<file path="config.mk">
export PLATFORM = sky130hd
export DESIGN_NAME = irq_ctrl_with_tick_timer
export DESIGN_NICKNAME = d
export VERILOG_FILES = /design/src/rtl/irq_tick_pkg.sv /design/src/rtl/irq_ctrl_with_tick_timer.sv
export SDC_FILE = /design/constraint.sdc
export NUM_CORES = 1
export LEC_CHECK = 0
export BUFFER_PORTS_ARGS = -buffer_cell sky130_fd_sc_hd__buf_2
export CAP_MARGIN = 0
export CORE_UTILIZATION = 45
export DETAILED_ROUTE_END_ITERATION = 8
export GPL_ROUTABILITY_DRIVEN = 0
export PLACE_DENSITY = 0.8
export SETUP_SLACK_MARGIN = 0.2
export SYNTH_ARGS = -nofsm -noshare
export SYNTH_HDL_FRONTEND = slang
export SYNTH_SLANG_ARGS = --single-unit
</file>
<file path="constraint.sdc">
create_clock -name sys_clk -period 2.9 [get_ports sys_clk]
set_clock_uncertainty 0.2 [all_clocks]
set_input_delay 0.145 -clock sys_clk [delete_from_list [all_inputs] [get_ports sys_clk]]
set_output_delay 0.145 -clock sys_clk [all_outputs]
set_load 0.05 [all_outputs]
</file>
<file path="src/rtl/irq_tick_pkg.sv">
// constants for the interrupt controller with tick timer
// assumes a single 50 MHz system clock and an AXI4-Lite register master
package irq_tick_pkg;
    localparam logic [7:0] ADDR_SRC_SEL    = 8'h00;
    localparam logic [7:0] ADDR_TICK_CTRL  = 8'h04;
    localparam logic [7:0] ADDR_IRQ_FIRST  = 8'h08;
    localparam logic [7:0] ADDR_IRQ_SECOND = 8'h0C;
    localparam logic [7:0] ADDR_GROUP      = 8'h10;
    localparam logic [7:0] ADDR_CPU_STAT   = 8'h14;

    localparam int TICK_RUN_BIT    = 7;
    localparam int TICK_FLAG_BIT   = 5;
    localparam int TICK_EN_BIT     = 2;
    localparam int GLOBAL_EN_BIT   = 0;
    localparam int GROUP_FLAG_BIT  = 4;
    localparam int GROUP_EN_BIT    = 0;
    localparam int A_FLAG_BIT      = 5;
    localparam int P_FLAG_BIT      = 4;
    localparam int A_EN_BIT        = 1;
    localparam int P_EN_BIT        = 0;

    localparam logic [7:0] REG_RESET   = 8'h00;
    localparam logic [1:0] SRC_SYS     = 2'h0;
    localparam logic [1:0] SRC_SYS_DIV = 2'h1;
    localparam int         PERIOD_BASE = 8;
    localparam logic [1:0] SYS_DIV_LAST = 2'h3;
    localparam logic [1:0] RESP_OKAY   = 2'h0;
    localparam logic [1:0] RESP_SLVERR = 2'h2;
    localparam logic [1:0] VEC_TICK    = 2'h1;
    localparam logic [1:0] VEC_GROUP   = 2'h2;

    typedef enum logic [1:0] {
        BUS_IDLE = 2'b00,
        BUS_RESP = 2'b01
    } bus_state_e;
endpackage

</file>
<file path="src/rtl/irq_ctrl_with_tick_timer.sv">
// interrupt controller: tick time base plus grouped timer match interrupt
// assumes core handshake and bus signals come from the system clock domain
// except sub_clock, which is a pin and is synchronised here
`timescale 1ns/1ns
`default_nettype none
module irq_ctrl_with_tick_timer
    import irq_tick_pkg::*;
(
    input  wire logic        sys_clk,
    input  wire logic        reset_n,
    input  wire logic        sub_clock,
    input  wire logic        cmp_p_match,
    input  wire logic        cmp_a_match,
    input  wire logic        stack_full,
    input  wire logic        irq_ack,
    input  wire logic        ret_from_irq,
    input  wire logic        ret_plain,
    output logic             irq_req,
    output logic [1:0]       irq_vector,
    output logic             push_pc_only,
    output logic             wake_up,
    input  wire logic [7:0]  s_axi_awaddr,
    input  wire logic        s_axi_awvalid,
    output logic             s_axi_awready,
    input  wire logic [31:0] s_axi_wdata,
    input  wire logic [3:0]  s_axi_wstrb,
    input  wire logic        s_axi_wvalid,
    output logic             s_axi_wready,
    output logic [1:0]       s_axi_bresp,
    output logic             s_axi_bvalid,
    input  wire logic        s_axi_bready,
    input  wire logic [7:0]  s_axi_araddr,
    input  wire logic        s_axi_arvalid,
    output logic             s_axi_arready,
    output logic [31:0]      s_axi_rdata,
    output logic [1:0]       s_axi_rresp,
    output logic             s_axi_rvalid,
    input  wire logic        s_axi_rready
);

    typedef struct packed {
        logic [1:0]  src_sel;
        logic        tick_run;
        logic [2:0]  tick_period_sel;
        logic        tick_irq_flag;
        logic        tick_irq_enable;
        logic        global_irq_enable;
        logic        group_irq_flag;
        logic        group_irq_enable;
        logic        cmp_a_match_flag;
        logic        cmp_p_match_flag;
        logic        cmp_a_match_enable;
        logic        cmp_p_match_enable;
        logic [15:0] tick_count;
        logic [1:0]  sys_div;
        logic [1:0]  sub_sync;
        logic        sub_last;
        logic [3:0]  flag_last;
        logic        irq_req;
        logic [1:0]  irq_vector;
        logic        push_pc_only;
        logic        wake_up;
        logic        aw_got;
        logic        w_got;
        logic [7:0]  aw_addr;
        logic [31:0] w_data;
        logic [3:0]  w_strb;
        bus_state_e  wr_state;
        logic [1:0]  bresp;
        logic        rvalid;
        logic [31:0] rdata;
        logic [1:0]  rresp;
        logic        awready;
        logic        wready;
        logic        bvalid;
        logic        arready;
    } state_s;

    state_s cur;
    state_s next_cur;

    // the bus has to look ready straight out of reset, so those flops reset high
    localparam state_s CUR_RESET = '{awready: 1'b1, wready: 1'b1, arready: 1'b1,
                                     wr_state: BUS_IDLE, default: '0};

    function automatic logic addr_known(input logic [7:0] a);
        addr_known = (a == ADDR_SRC_SEL) || (a == ADDR_TICK_CTRL) ||
                     (a == ADDR_IRQ_FIRST) || (a == ADDR_IRQ_SECOND) ||
                     (a == ADDR_GROUP) || (a == ADDR_CPU_STAT);
    endfunction

    // unimplemented bits are simply never placed, so they read zero
    function automatic logic [7:0] reg_view(input state_s s, input logic [7:0] a);
        logic [7:0] v;
        v = 8'h00;
        case (a)
            ADDR_SRC_SEL:    v[1:0] = s.src_sel;
            ADDR_TICK_CTRL: begin
                v[TICK_RUN_BIT] = s.tick_run;
                v[2:0]          = s.tick_period_sel;
            end
            ADDR_IRQ_FIRST: begin
                v[TICK_FLAG_BIT] = s.tick_irq_flag;
                v[TICK_EN_BIT]   = s.tick_irq_enable;
                v[GLOBAL_EN_BIT] = s.global_irq_enable;
            end
            ADDR_IRQ_SECOND: begin
                v[GROUP_FLAG_BIT] = s.group_irq_flag;
                v[GROUP_EN_BIT]   = s.group_irq_enable;
            end
            ADDR_GROUP: begin
                v[A_FLAG_BIT] = s.cmp_a_match_flag;
                v[P_FLAG_BIT] = s.cmp_p_match_flag;
                v[A_EN_BIT]   = s.cmp_a_match_enable;
                v[P_EN_BIT]   = s.cmp_p_match_enable;
            end
            ADDR_CPU_STAT:   v[1:0] = {s.irq_req, s.wake_up};
            default:         v = 8'h00;
        endcase
        return v;
    endfunction

    logic        wr_fire;
    logic        wr_lane0;
    logic [7:0]  wv;
    logic        prescale_tick;
    logic [15:0] period_last;
    logic        tick_ovf;
    logic        member_set;
    logic        group_req;
    logic        tick_req;
    logic        take;
    logic [3:0]  flags_now;

    always_comb begin
        next_cur = cur;
        wr_fire  = 1'b0;
        wr_lane0 = 1'b0;
        wv       = cur.w_data[7:0];

        next_cur.sub_sync = {cur.sub_sync[0], sub_clock};
        next_cur.sub_last = cur.sub_sync[1];
        next_cur.sys_div  = cur.sys_div + 2'h1;
        case (cur.src_sel)
            SRC_SYS:     prescale_tick = 1'b1;
            SRC_SYS_DIV: prescale_tick = (cur.sys_div == SYS_DIV_LAST);
            default:     prescale_tick = cur.sub_sync[1] & ~cur.sub_last;
        endcase
        // period is a power of two, so the last count is a low-bit mask
        period_last = 16'((32'h1 << (PERIOD_BASE + int'(cur.tick_period_sel))) - 32'h1);
        tick_ovf = cur.tick_run && prescale_tick && (cur.tick_count == period_last);
        if (!cur.tick_run) begin
            next_cur.tick_count = 16'h0000;
        end else if (prescale_tick) begin
            next_cur.tick_count = tick_ovf ? 16'h0000 : cur.tick_count + 16'h0001;
        end

        // AXI write: address and data in either order
        if (s_axi_awvalid && !cur.aw_got && cur.wr_state == BUS_IDLE) begin
            next_cur.aw_got  = 1'b1;
            next_cur.aw_addr = s_axi_awaddr;
        end
        if (s_axi_wvalid && !cur.w_got && cur.wr_state == BUS_IDLE) begin
            next_cur.w_got  = 1'b1;
            next_cur.w_data = s_axi_wdata;
            next_cur.w_strb = s_axi_wstrb;
        end
        case (cur.wr_state)
            BUS_IDLE: begin
                if (cur.aw_got && cur.w_got) begin
                    wr_fire           = 1'b1;
                    wr_lane0          = cur.w_strb[0] && addr_known(cur.aw_addr);
                    next_cur.bresp    = addr_known(cur.aw_addr) ? RESP_OKAY : RESP_SLVERR;
                    next_cur.wr_state = BUS_RESP;
                    next_cur.aw_got   = 1'b0;
                    next_cur.w_got    = 1'b0;
                end
            end
            BUS_RESP: begin
                if (s_axi_bready) begin
                    next_cur.wr_state = BUS_IDLE;
                end
            end
            default: next_cur.wr_state = BUS_IDLE;
        endcase
        if (!cur.rvalid && s_axi_arvalid) begin
            next_cur.rvalid = 1'b1;
            next_cur.rdata  = {24'h000000, reg_view(cur, s_axi_araddr)};
            next_cur.rresp  = addr_known(s_axi_araddr) ? RESP_OKAY : RESP_SLVERR;
        end else if (cur.rvalid && s_axi_rready) begin
            next_cur.rvalid = 1'b0;
        end
        // handshake outputs are registered copies of the next bus state
        next_cur.awready = !next_cur.aw_got && next_cur.wr_state == BUS_IDLE;
        next_cur.wready  = !next_cur.w_got && next_cur.wr_state == BUS_IDLE;
        next_cur.bvalid  = next_cur.wr_state == BUS_RESP;
        next_cur.arready = !next_cur.rvalid;

        // software writes first, hardware sets after, so a set wins
        if (wr_lane0) begin
            case (cur.aw_addr)
                ADDR_SRC_SEL:   next_cur.src_sel = wv[1:0];
                ADDR_TICK_CTRL: begin
                    next_cur.tick_run        = wv[TICK_RUN_BIT];
                    next_cur.tick_period_sel = wv[2:0];
                end
                ADDR_IRQ_FIRST: begin
                    next_cur.tick_irq_flag     = wv[TICK_FLAG_BIT];
                    next_cur.tick_irq_enable   = wv[TICK_EN_BIT];
                    next_cur.global_irq_enable = wv[GLOBAL_EN_BIT];
                end
                ADDR_IRQ_SECOND: begin
                    next_cur.group_irq_flag   = wv[GROUP_FLAG_BIT];
                    next_cur.group_irq_enable = wv[GROUP_EN_BIT];
                end
                ADDR_GROUP: begin
                    next_cur.cmp_a_match_flag   = wv[A_FLAG_BIT];
                    next_cur.cmp_p_match_flag   = wv[P_FLAG_BIT];
                    next_cur.cmp_a_match_enable = wv[A_EN_BIT];
                    next_cur.cmp_p_match_enable = wv[P_EN_BIT];
                end
                default: ;
            endcase
        end

        // requests: tick and group flags stay until serviced or written, member flags until written
        member_set = (cmp_p_match && !cur.cmp_p_match_flag) ||
                     (cmp_a_match && !cur.cmp_a_match_flag);
        tick_req  = cur.global_irq_enable && cur.tick_irq_enable && cur.tick_irq_flag;
        group_req = cur.global_irq_enable && cur.group_irq_enable && cur.group_irq_flag &&
                    ((cur.cmp_p_match_flag && cur.cmp_p_match_enable) ||
                     (cur.cmp_a_match_flag && cur.cmp_a_match_enable));
        // tick ranks ahead of the group vector on simultaneous requests
        next_cur.irq_req    = (tick_req || group_req) && !stack_full && !cur.irq_req;
        next_cur.irq_vector = tick_req ? VEC_TICK : VEC_GROUP;
        next_cur.push_pc_only = next_cur.irq_req;
        take = cur.irq_req && irq_ack;
        if (take) begin
            next_cur.global_irq_enable = 1'b0;
            if (cur.irq_vector == VEC_TICK) begin
                next_cur.tick_irq_flag = 1'b0;
            end else begin
                next_cur.group_irq_flag = 1'b0;
            end
        end
        if (ret_from_irq) begin
            next_cur.global_irq_enable = 1'b1;
        end
        // ret_plain leaves the global enable where it is
        if (ret_plain) begin
            next_cur.global_irq_enable = next_cur.global_irq_enable;
        end

        if (cmp_p_match) next_cur.cmp_p_match_flag = 1'b1;
        if (cmp_a_match) next_cur.cmp_a_match_flag = 1'b1;
        if (member_set)  next_cur.group_irq_flag = 1'b1;
        if (tick_ovf)    next_cur.tick_irq_flag = 1'b1;

        flags_now = {cur.tick_irq_flag, cur.group_irq_flag,
                     cur.cmp_a_match_flag, cur.cmp_p_match_flag};
        next_cur.flag_last = flags_now;
        next_cur.wake_up   = |(flags_now & ~cur.flag_last);
    end

    always_ff @(posedge sys_clk) begin
        if (!reset_n) begin
            cur <= CUR_RESET;
        end else begin
            cur <= next_cur;
        end
    end

    assign irq_req       = cur.irq_req;
    assign irq_vector    = cur.irq_vector;
    assign push_pc_only  = cur.push_pc_only;
    assign wake_up       = cur.wake_up;
    assign s_axi_awready = cur.awready;
    assign s_axi_wready  = cur.wready;
    assign s_axi_bvalid  = cur.bvalid;
    assign s_axi_bresp   = cur.bresp;
    assign s_axi_arready = cur.arready;
    assign s_axi_rvalid  = cur.rvalid;
    assign s_axi_rdata   = cur.rdata;
    assign s_axi_rresp   = cur.rresp;
endmodule // irq_ctrl_with_tick_timer
`default_nettype wire

</file>
---- Word-level counts from Yosys, hierarchy flattened ----
Index checks and enable logic that the tools add are counted.
cells by class
  add/sub/neg operators ................... 4
  multipliers ............................. 0
  div/mod/pow operators ................... 0
  $lt $le $gt $ge ......................... 0
  eq/ne operators ......................... 16
  shift operators ......................... 1
  multiplexer cells ....................... 35
  bitwise operators ....................... 4
  reduce and logical (&&, ||, !) cells .... 69
operator list
  cell                                                 count
  equality test 8 x 4 -> 1 bit, second input constant  4
  equality test 8 x 5 -> 1 bit, second input constant  4
  logical AND 1 bit                                    24
  AND reduction 2 bit                                  10
  adder 16 x 1 -> 16 bit, second input constant        1
  equality test 16 bit                                 1
  equality test 8 x 3 -> 1 bit, second input constant  2
  logical NOT 8 bit                                    2
  two-way mux 16 bit                                   1
  two-way mux 2 bit                                    8
  left shift 1 x 5 -> 16 bit, first input constant     1
  subtractor 16 x 1 -> 16 bit, second input constant   1
  two-way mux 1 bit                                    15
  logical OR 1 bit                                     13
  logical NOT 1 bit                                    10
  two-way mux 9 bit                                    1
  equality test 2 x 1 -> 1 bit, second input constant  4
  two-way mux 4 bit                                    2
  one-hot mux 1 bit (2 select lines)                   4
  nonzero test 2 bit                                   4
  logical NOT 2 bit                                    3
  one-hot mux 1 bit (6 select lines)                   1
  nonzero test 3 bit                                   2
  adder 4 x 3 -> 5 bit, first input constant           1
  other kinds (10)                                     10
word-level totals
  flip-flop bits (word level) ............. 80
  bits in latches ......................... 0
  RAM bits ................................ 0
  bits in read-only memories .............. 0
  output and inout bits ................... 46
  logic and storage cells ................. 163
  memories kept ........................... 0

---- Logic depth before layout (Yosys ltp) ----
  depth in word-level cells ............... 13
  gate-level depth with buffers ........... 11
  mapped depth without buffers ............ 8

---- Worst setup path before layout ----
OpenSTA, ideal clock, no wires.
  path kind ............................... reg2reg
  start point ............................. register cur[128] (netlist bit)
  end point ............................... register cur[112] (netlist bit)
  data arrival time ....................... 2268 ps
  data required time ...................... 2585 ps
  setup slack ............................. 317 ps
  cell stages (with the launch flop) ...... 12
  path buffers ............................ 3
  clock period less this slack ............ 2583 ps
  cells stage by stage .................... dfxtp_1 -> buf_2 -> inv_1 -> or3_1 -> ha_1 -> buf_2 -> or3_1 -> a21oi_1 -> o211ai_1 -> o311ai_4 -> buf_6 -> nor2_2
on the way
  word-level cells in the longest chain between the ends .. 6
RTL lines
  item                         line                             source
  start, declared              irq_ctrl_with_tick_timer.sv:79   state_s cur;
  start signal, assigned       irq_ctrl_with_tick_timer.sv:269  cur <= next_cur;
  adder 4 x 3 -> 5 bit         irq_ctrl_with_tick_timer.sv:150  period_last = 16'((32'h1 << (PERIOD_BASE + int'(cur.tick_period_sel))) - 32'h1);
  left shift 1 x 5 -> 16 bit   irq_ctrl_with_tick_timer.sv:150
  subtractor 16 x 1 -> 16 bit  irq_ctrl_with_tick_timer.sv:150
  equality test 16 bit         irq_ctrl_with_tick_timer.sv:151  tick_ovf = cur.tick_run && prescale_tick && (cur.tick_count == period_last);
  logical AND 1 bit            irq_ctrl_with_tick_timer.sv:151
  two-way mux 16 bit           irq_ctrl_with_tick_timer.sv:155  next_cur.tick_count = tick_ovf ? 16'h0000 : cur.tick_count + 16'h0001;
No other way between the ends.
A chain may end at the register's enable or synchronous reset.

---- Worst setup path after layout ----
  start point ............................. register cur[130] (netlist bit)
  end point ............................... register cur[111] (netlist bit)
Same word-level chain as after synthesis.

==> flow_summary.toml <==
[timing]
hold_viol = 0
grt_setup_unrepaired = "false"
min_period_ns = 2.59
final.setup.tns_ns = 0
worst_slack_ns = 0.308
maxClockFrequency_ghz = 0.386
drv_slew = 0
fin_crit_sh_pct = 89.4
setup_viol = 0

[floorplan]
coreArea_mm2 = 0.00781
fp.dieW_um = 92.4
initial_utilization_pct = 47.1
die_height_um = 92.4
io_pins = 112
num_rows = 32
die_area_mm2 = 0.00853

[pwr]
p_leak_uw = 0.00180
ir_worst_vdd_mv = 0.441
p_per_area_mw_per_mm2 = 506
fin_total_pwr_uw = 2200

[critical_path]
crit_fanout = 13
cp-endpoint = "cur[111]"
crit_slowest_cell = "or3_1"
crit_path_max_incr_delay_ns = 0.42
end_kind = "flop"
r2r_setup_slack_ns = 0.31
critPathKind = "flop to flop"
critPathLaunch = "cur[130]"
crit_buf_inv = 1
crit_chain = "or3_1, ha_2, xor2_2, and4_1, o311ai_4, o311ai_4, buf_12, nor2_1"
worstPathArrival_ns = 2.63
rr_worst_depth = 8
regToRegStartpoint = "cur[130]"
crit_family = "simple AND/OR/NAND/NOR gates"
cp.depth = 8
regToRegEndpoint = "cur[111]"
required_ns = 2.94
crit_path_frequent_cell = "o311ai_4"
start_kind = "flop"

[synth]
avgSynthCellArea_um2 = 8.65
syn_area_mm2 = 0.00368
synth-edff-count = 0
synthFlopType = "dfxtp_1"
ys_types = 61
postSynth.asyncResetShare_pct = 0
synth-warning-count = 0
synth-seq-cells = 76
postSynthCellCount = 425
ys_seq_area_share_pct = 41.4

[final_layout]
final_layout_size_suffix_gt1_share_pct = 19.7
nets = 561
final_common_cell = "dfxtp_1"
antenna_cells = 0
syn_to_final_growth_pct = 18.2
final_cells = 599
final_cell_mix = "dfxtp_1 (75), nand2_1 (62), buf_2 (53)"
finalInstanceArea_mm2 = 0.00435

[global_route]
gr-usage-all-layers_pct = 18.8
grt_pass1_wl_um = 12700
overflow = 0
antenna_found_initial = 0
grt_pass1_vias = 2885
grt_max_degree = 40

[worst_hold_path]
holdCritPathClass = "input pin to flop"

[flow_run]
cap_viol_max_count = 0

[cts]
cts_max_level = 3
numCtsBuffers = 9
clockBufferDepth = 2
cts.clk_slew.worst_paths_ns = 0.08
clockRootBuffer = "clkbuf_8"
clock_sinks = 76
clock_latency_ns = 0.35
cts_tree = "done"

[routing]
viasPerCell = 5.12
routedWlPerCell_um = 13.0
wl_um = 7780
firstDrtPassIters = 4
drtAntennaViolNets = 0
num_vias = 3065
drtIter0Drc = 138
drc = 0

[run_status]
status = "completed"

[placed_design]
post_dp_cell_area_mm2 = 0.00385
place_ws_ns = 0.218
dp.cells = 557
hpwl_um = 5250
io_buffers = 53
[state kept, by name, indices dropped and copies added (netlist names)]
signal / cells
s_axi_awready: 1
s_axi_rvalid: 1
s_axi_bvalid: 1
push_pc_only: 1
s_axi_arready: 1
cur: 59
irq_vector: 2
s_axi_bresp: 1
s_axi_wready: 1
s_axi_rresp: 1
wake_up: 1
s_axi_rdata: 6
[area by class of cell]
type,count,area (µm²)
flip-flops and latches,76,1520
clock inverters,5,58.8
clock buffers,11,151
inverters,14,52.6
multi-input cells,308,1870
fillers,649,3460
well taps,102,128
repair buffers,83,568
[worst min path at each step]
stage                        startpoint            to  cells after the start
final                     s_axi_awvalid       cur[84]                      5
after global routing       s_axi_wvalid       cur[47]                      5
after CTS                 s_axi_awvalid       cur[84]                      5
after detailed placement     stack_full  push_pc_only                      2
after global placement       stack_full  push_pc_only                      2
after floorplan              stack_full  push_pc_only                      1
[what timing repair did]
action | CTS | global route
resized for setup | 0 | 5
endpoints found under the hold margin | 28 | 0
setup endpoints to repair | 0 | 14
hold buffers | 26 | 0
setup buffers | 0 | 0
[routing by layer]
layer / track usage [%] / vias to the layer above / share of wire [%]
li1: - / 1519 / -
met1: 21.4 / 1420 / 42
met2: 33.1 / 108 / 51
met3: 5.01 / 18 / 5.6
met4: 7.68 / 0 / 2.0
met5: 0 / - / 0
[cells in the mapped netlist (all sizes together) (5+ instances only)]
cell type	instances	area [µm²]
a21oi	31	155
inv	13	48.8
clkbuf	10	37.5
xnor2	10	87.6
nand4	7	43.8
mux2i	14	140
dfxtp	76	1520
nor2b	7	43.8
nor2	48	205
nand3	10	50.1
nand2	62	233
xor2	7	61.3
or3	5	31.3
nor3	8	40.0
and2	7	43.8
buf	45	329
[power breakdown]
part	total [µW]	switching [µW]	leakage [µW]	internal, µW
clock network	838	392	0.000102	446
logic	259	180	0.00108	79.4
registers	1100	25.6	0.000620	1070
[kinds of logic after synthesis]
group                    share of synthesized area [%]
AO/OA/AOI/OAI                                     11.7
XOR/XNOR                                          4.05
adder cells (fa/ha/maj)                           1.02
buffers and inverters                             11.4
flip-flops                                        41.4
multiplexers                                      5.34
other                                            0.102
AND/OR/NAND/NOR                                   25.0
[tightest hold or removal path, cell delays in order]
cell,delay (ns)
buf_2,0.10
nand2_1,0.06
nor2_1,0.10
nand2_1,0.08
a21oi_1,0.05
[through the flow]
| stage | hold slack (ns) | utilization (%) |
|---|---|---|
| floorplan | 0.0281 | - |
| global placement | 0.117 | 49.3 |
| detailed placement | 0.119 | 49.3 |
| CTS | 0.00690 | 55.3 |
| global route | 0.0718 | 55.7 |
| finish | 0.0323 | 55.7 |
Note: power is estimated with default switching activity, not from simulation.
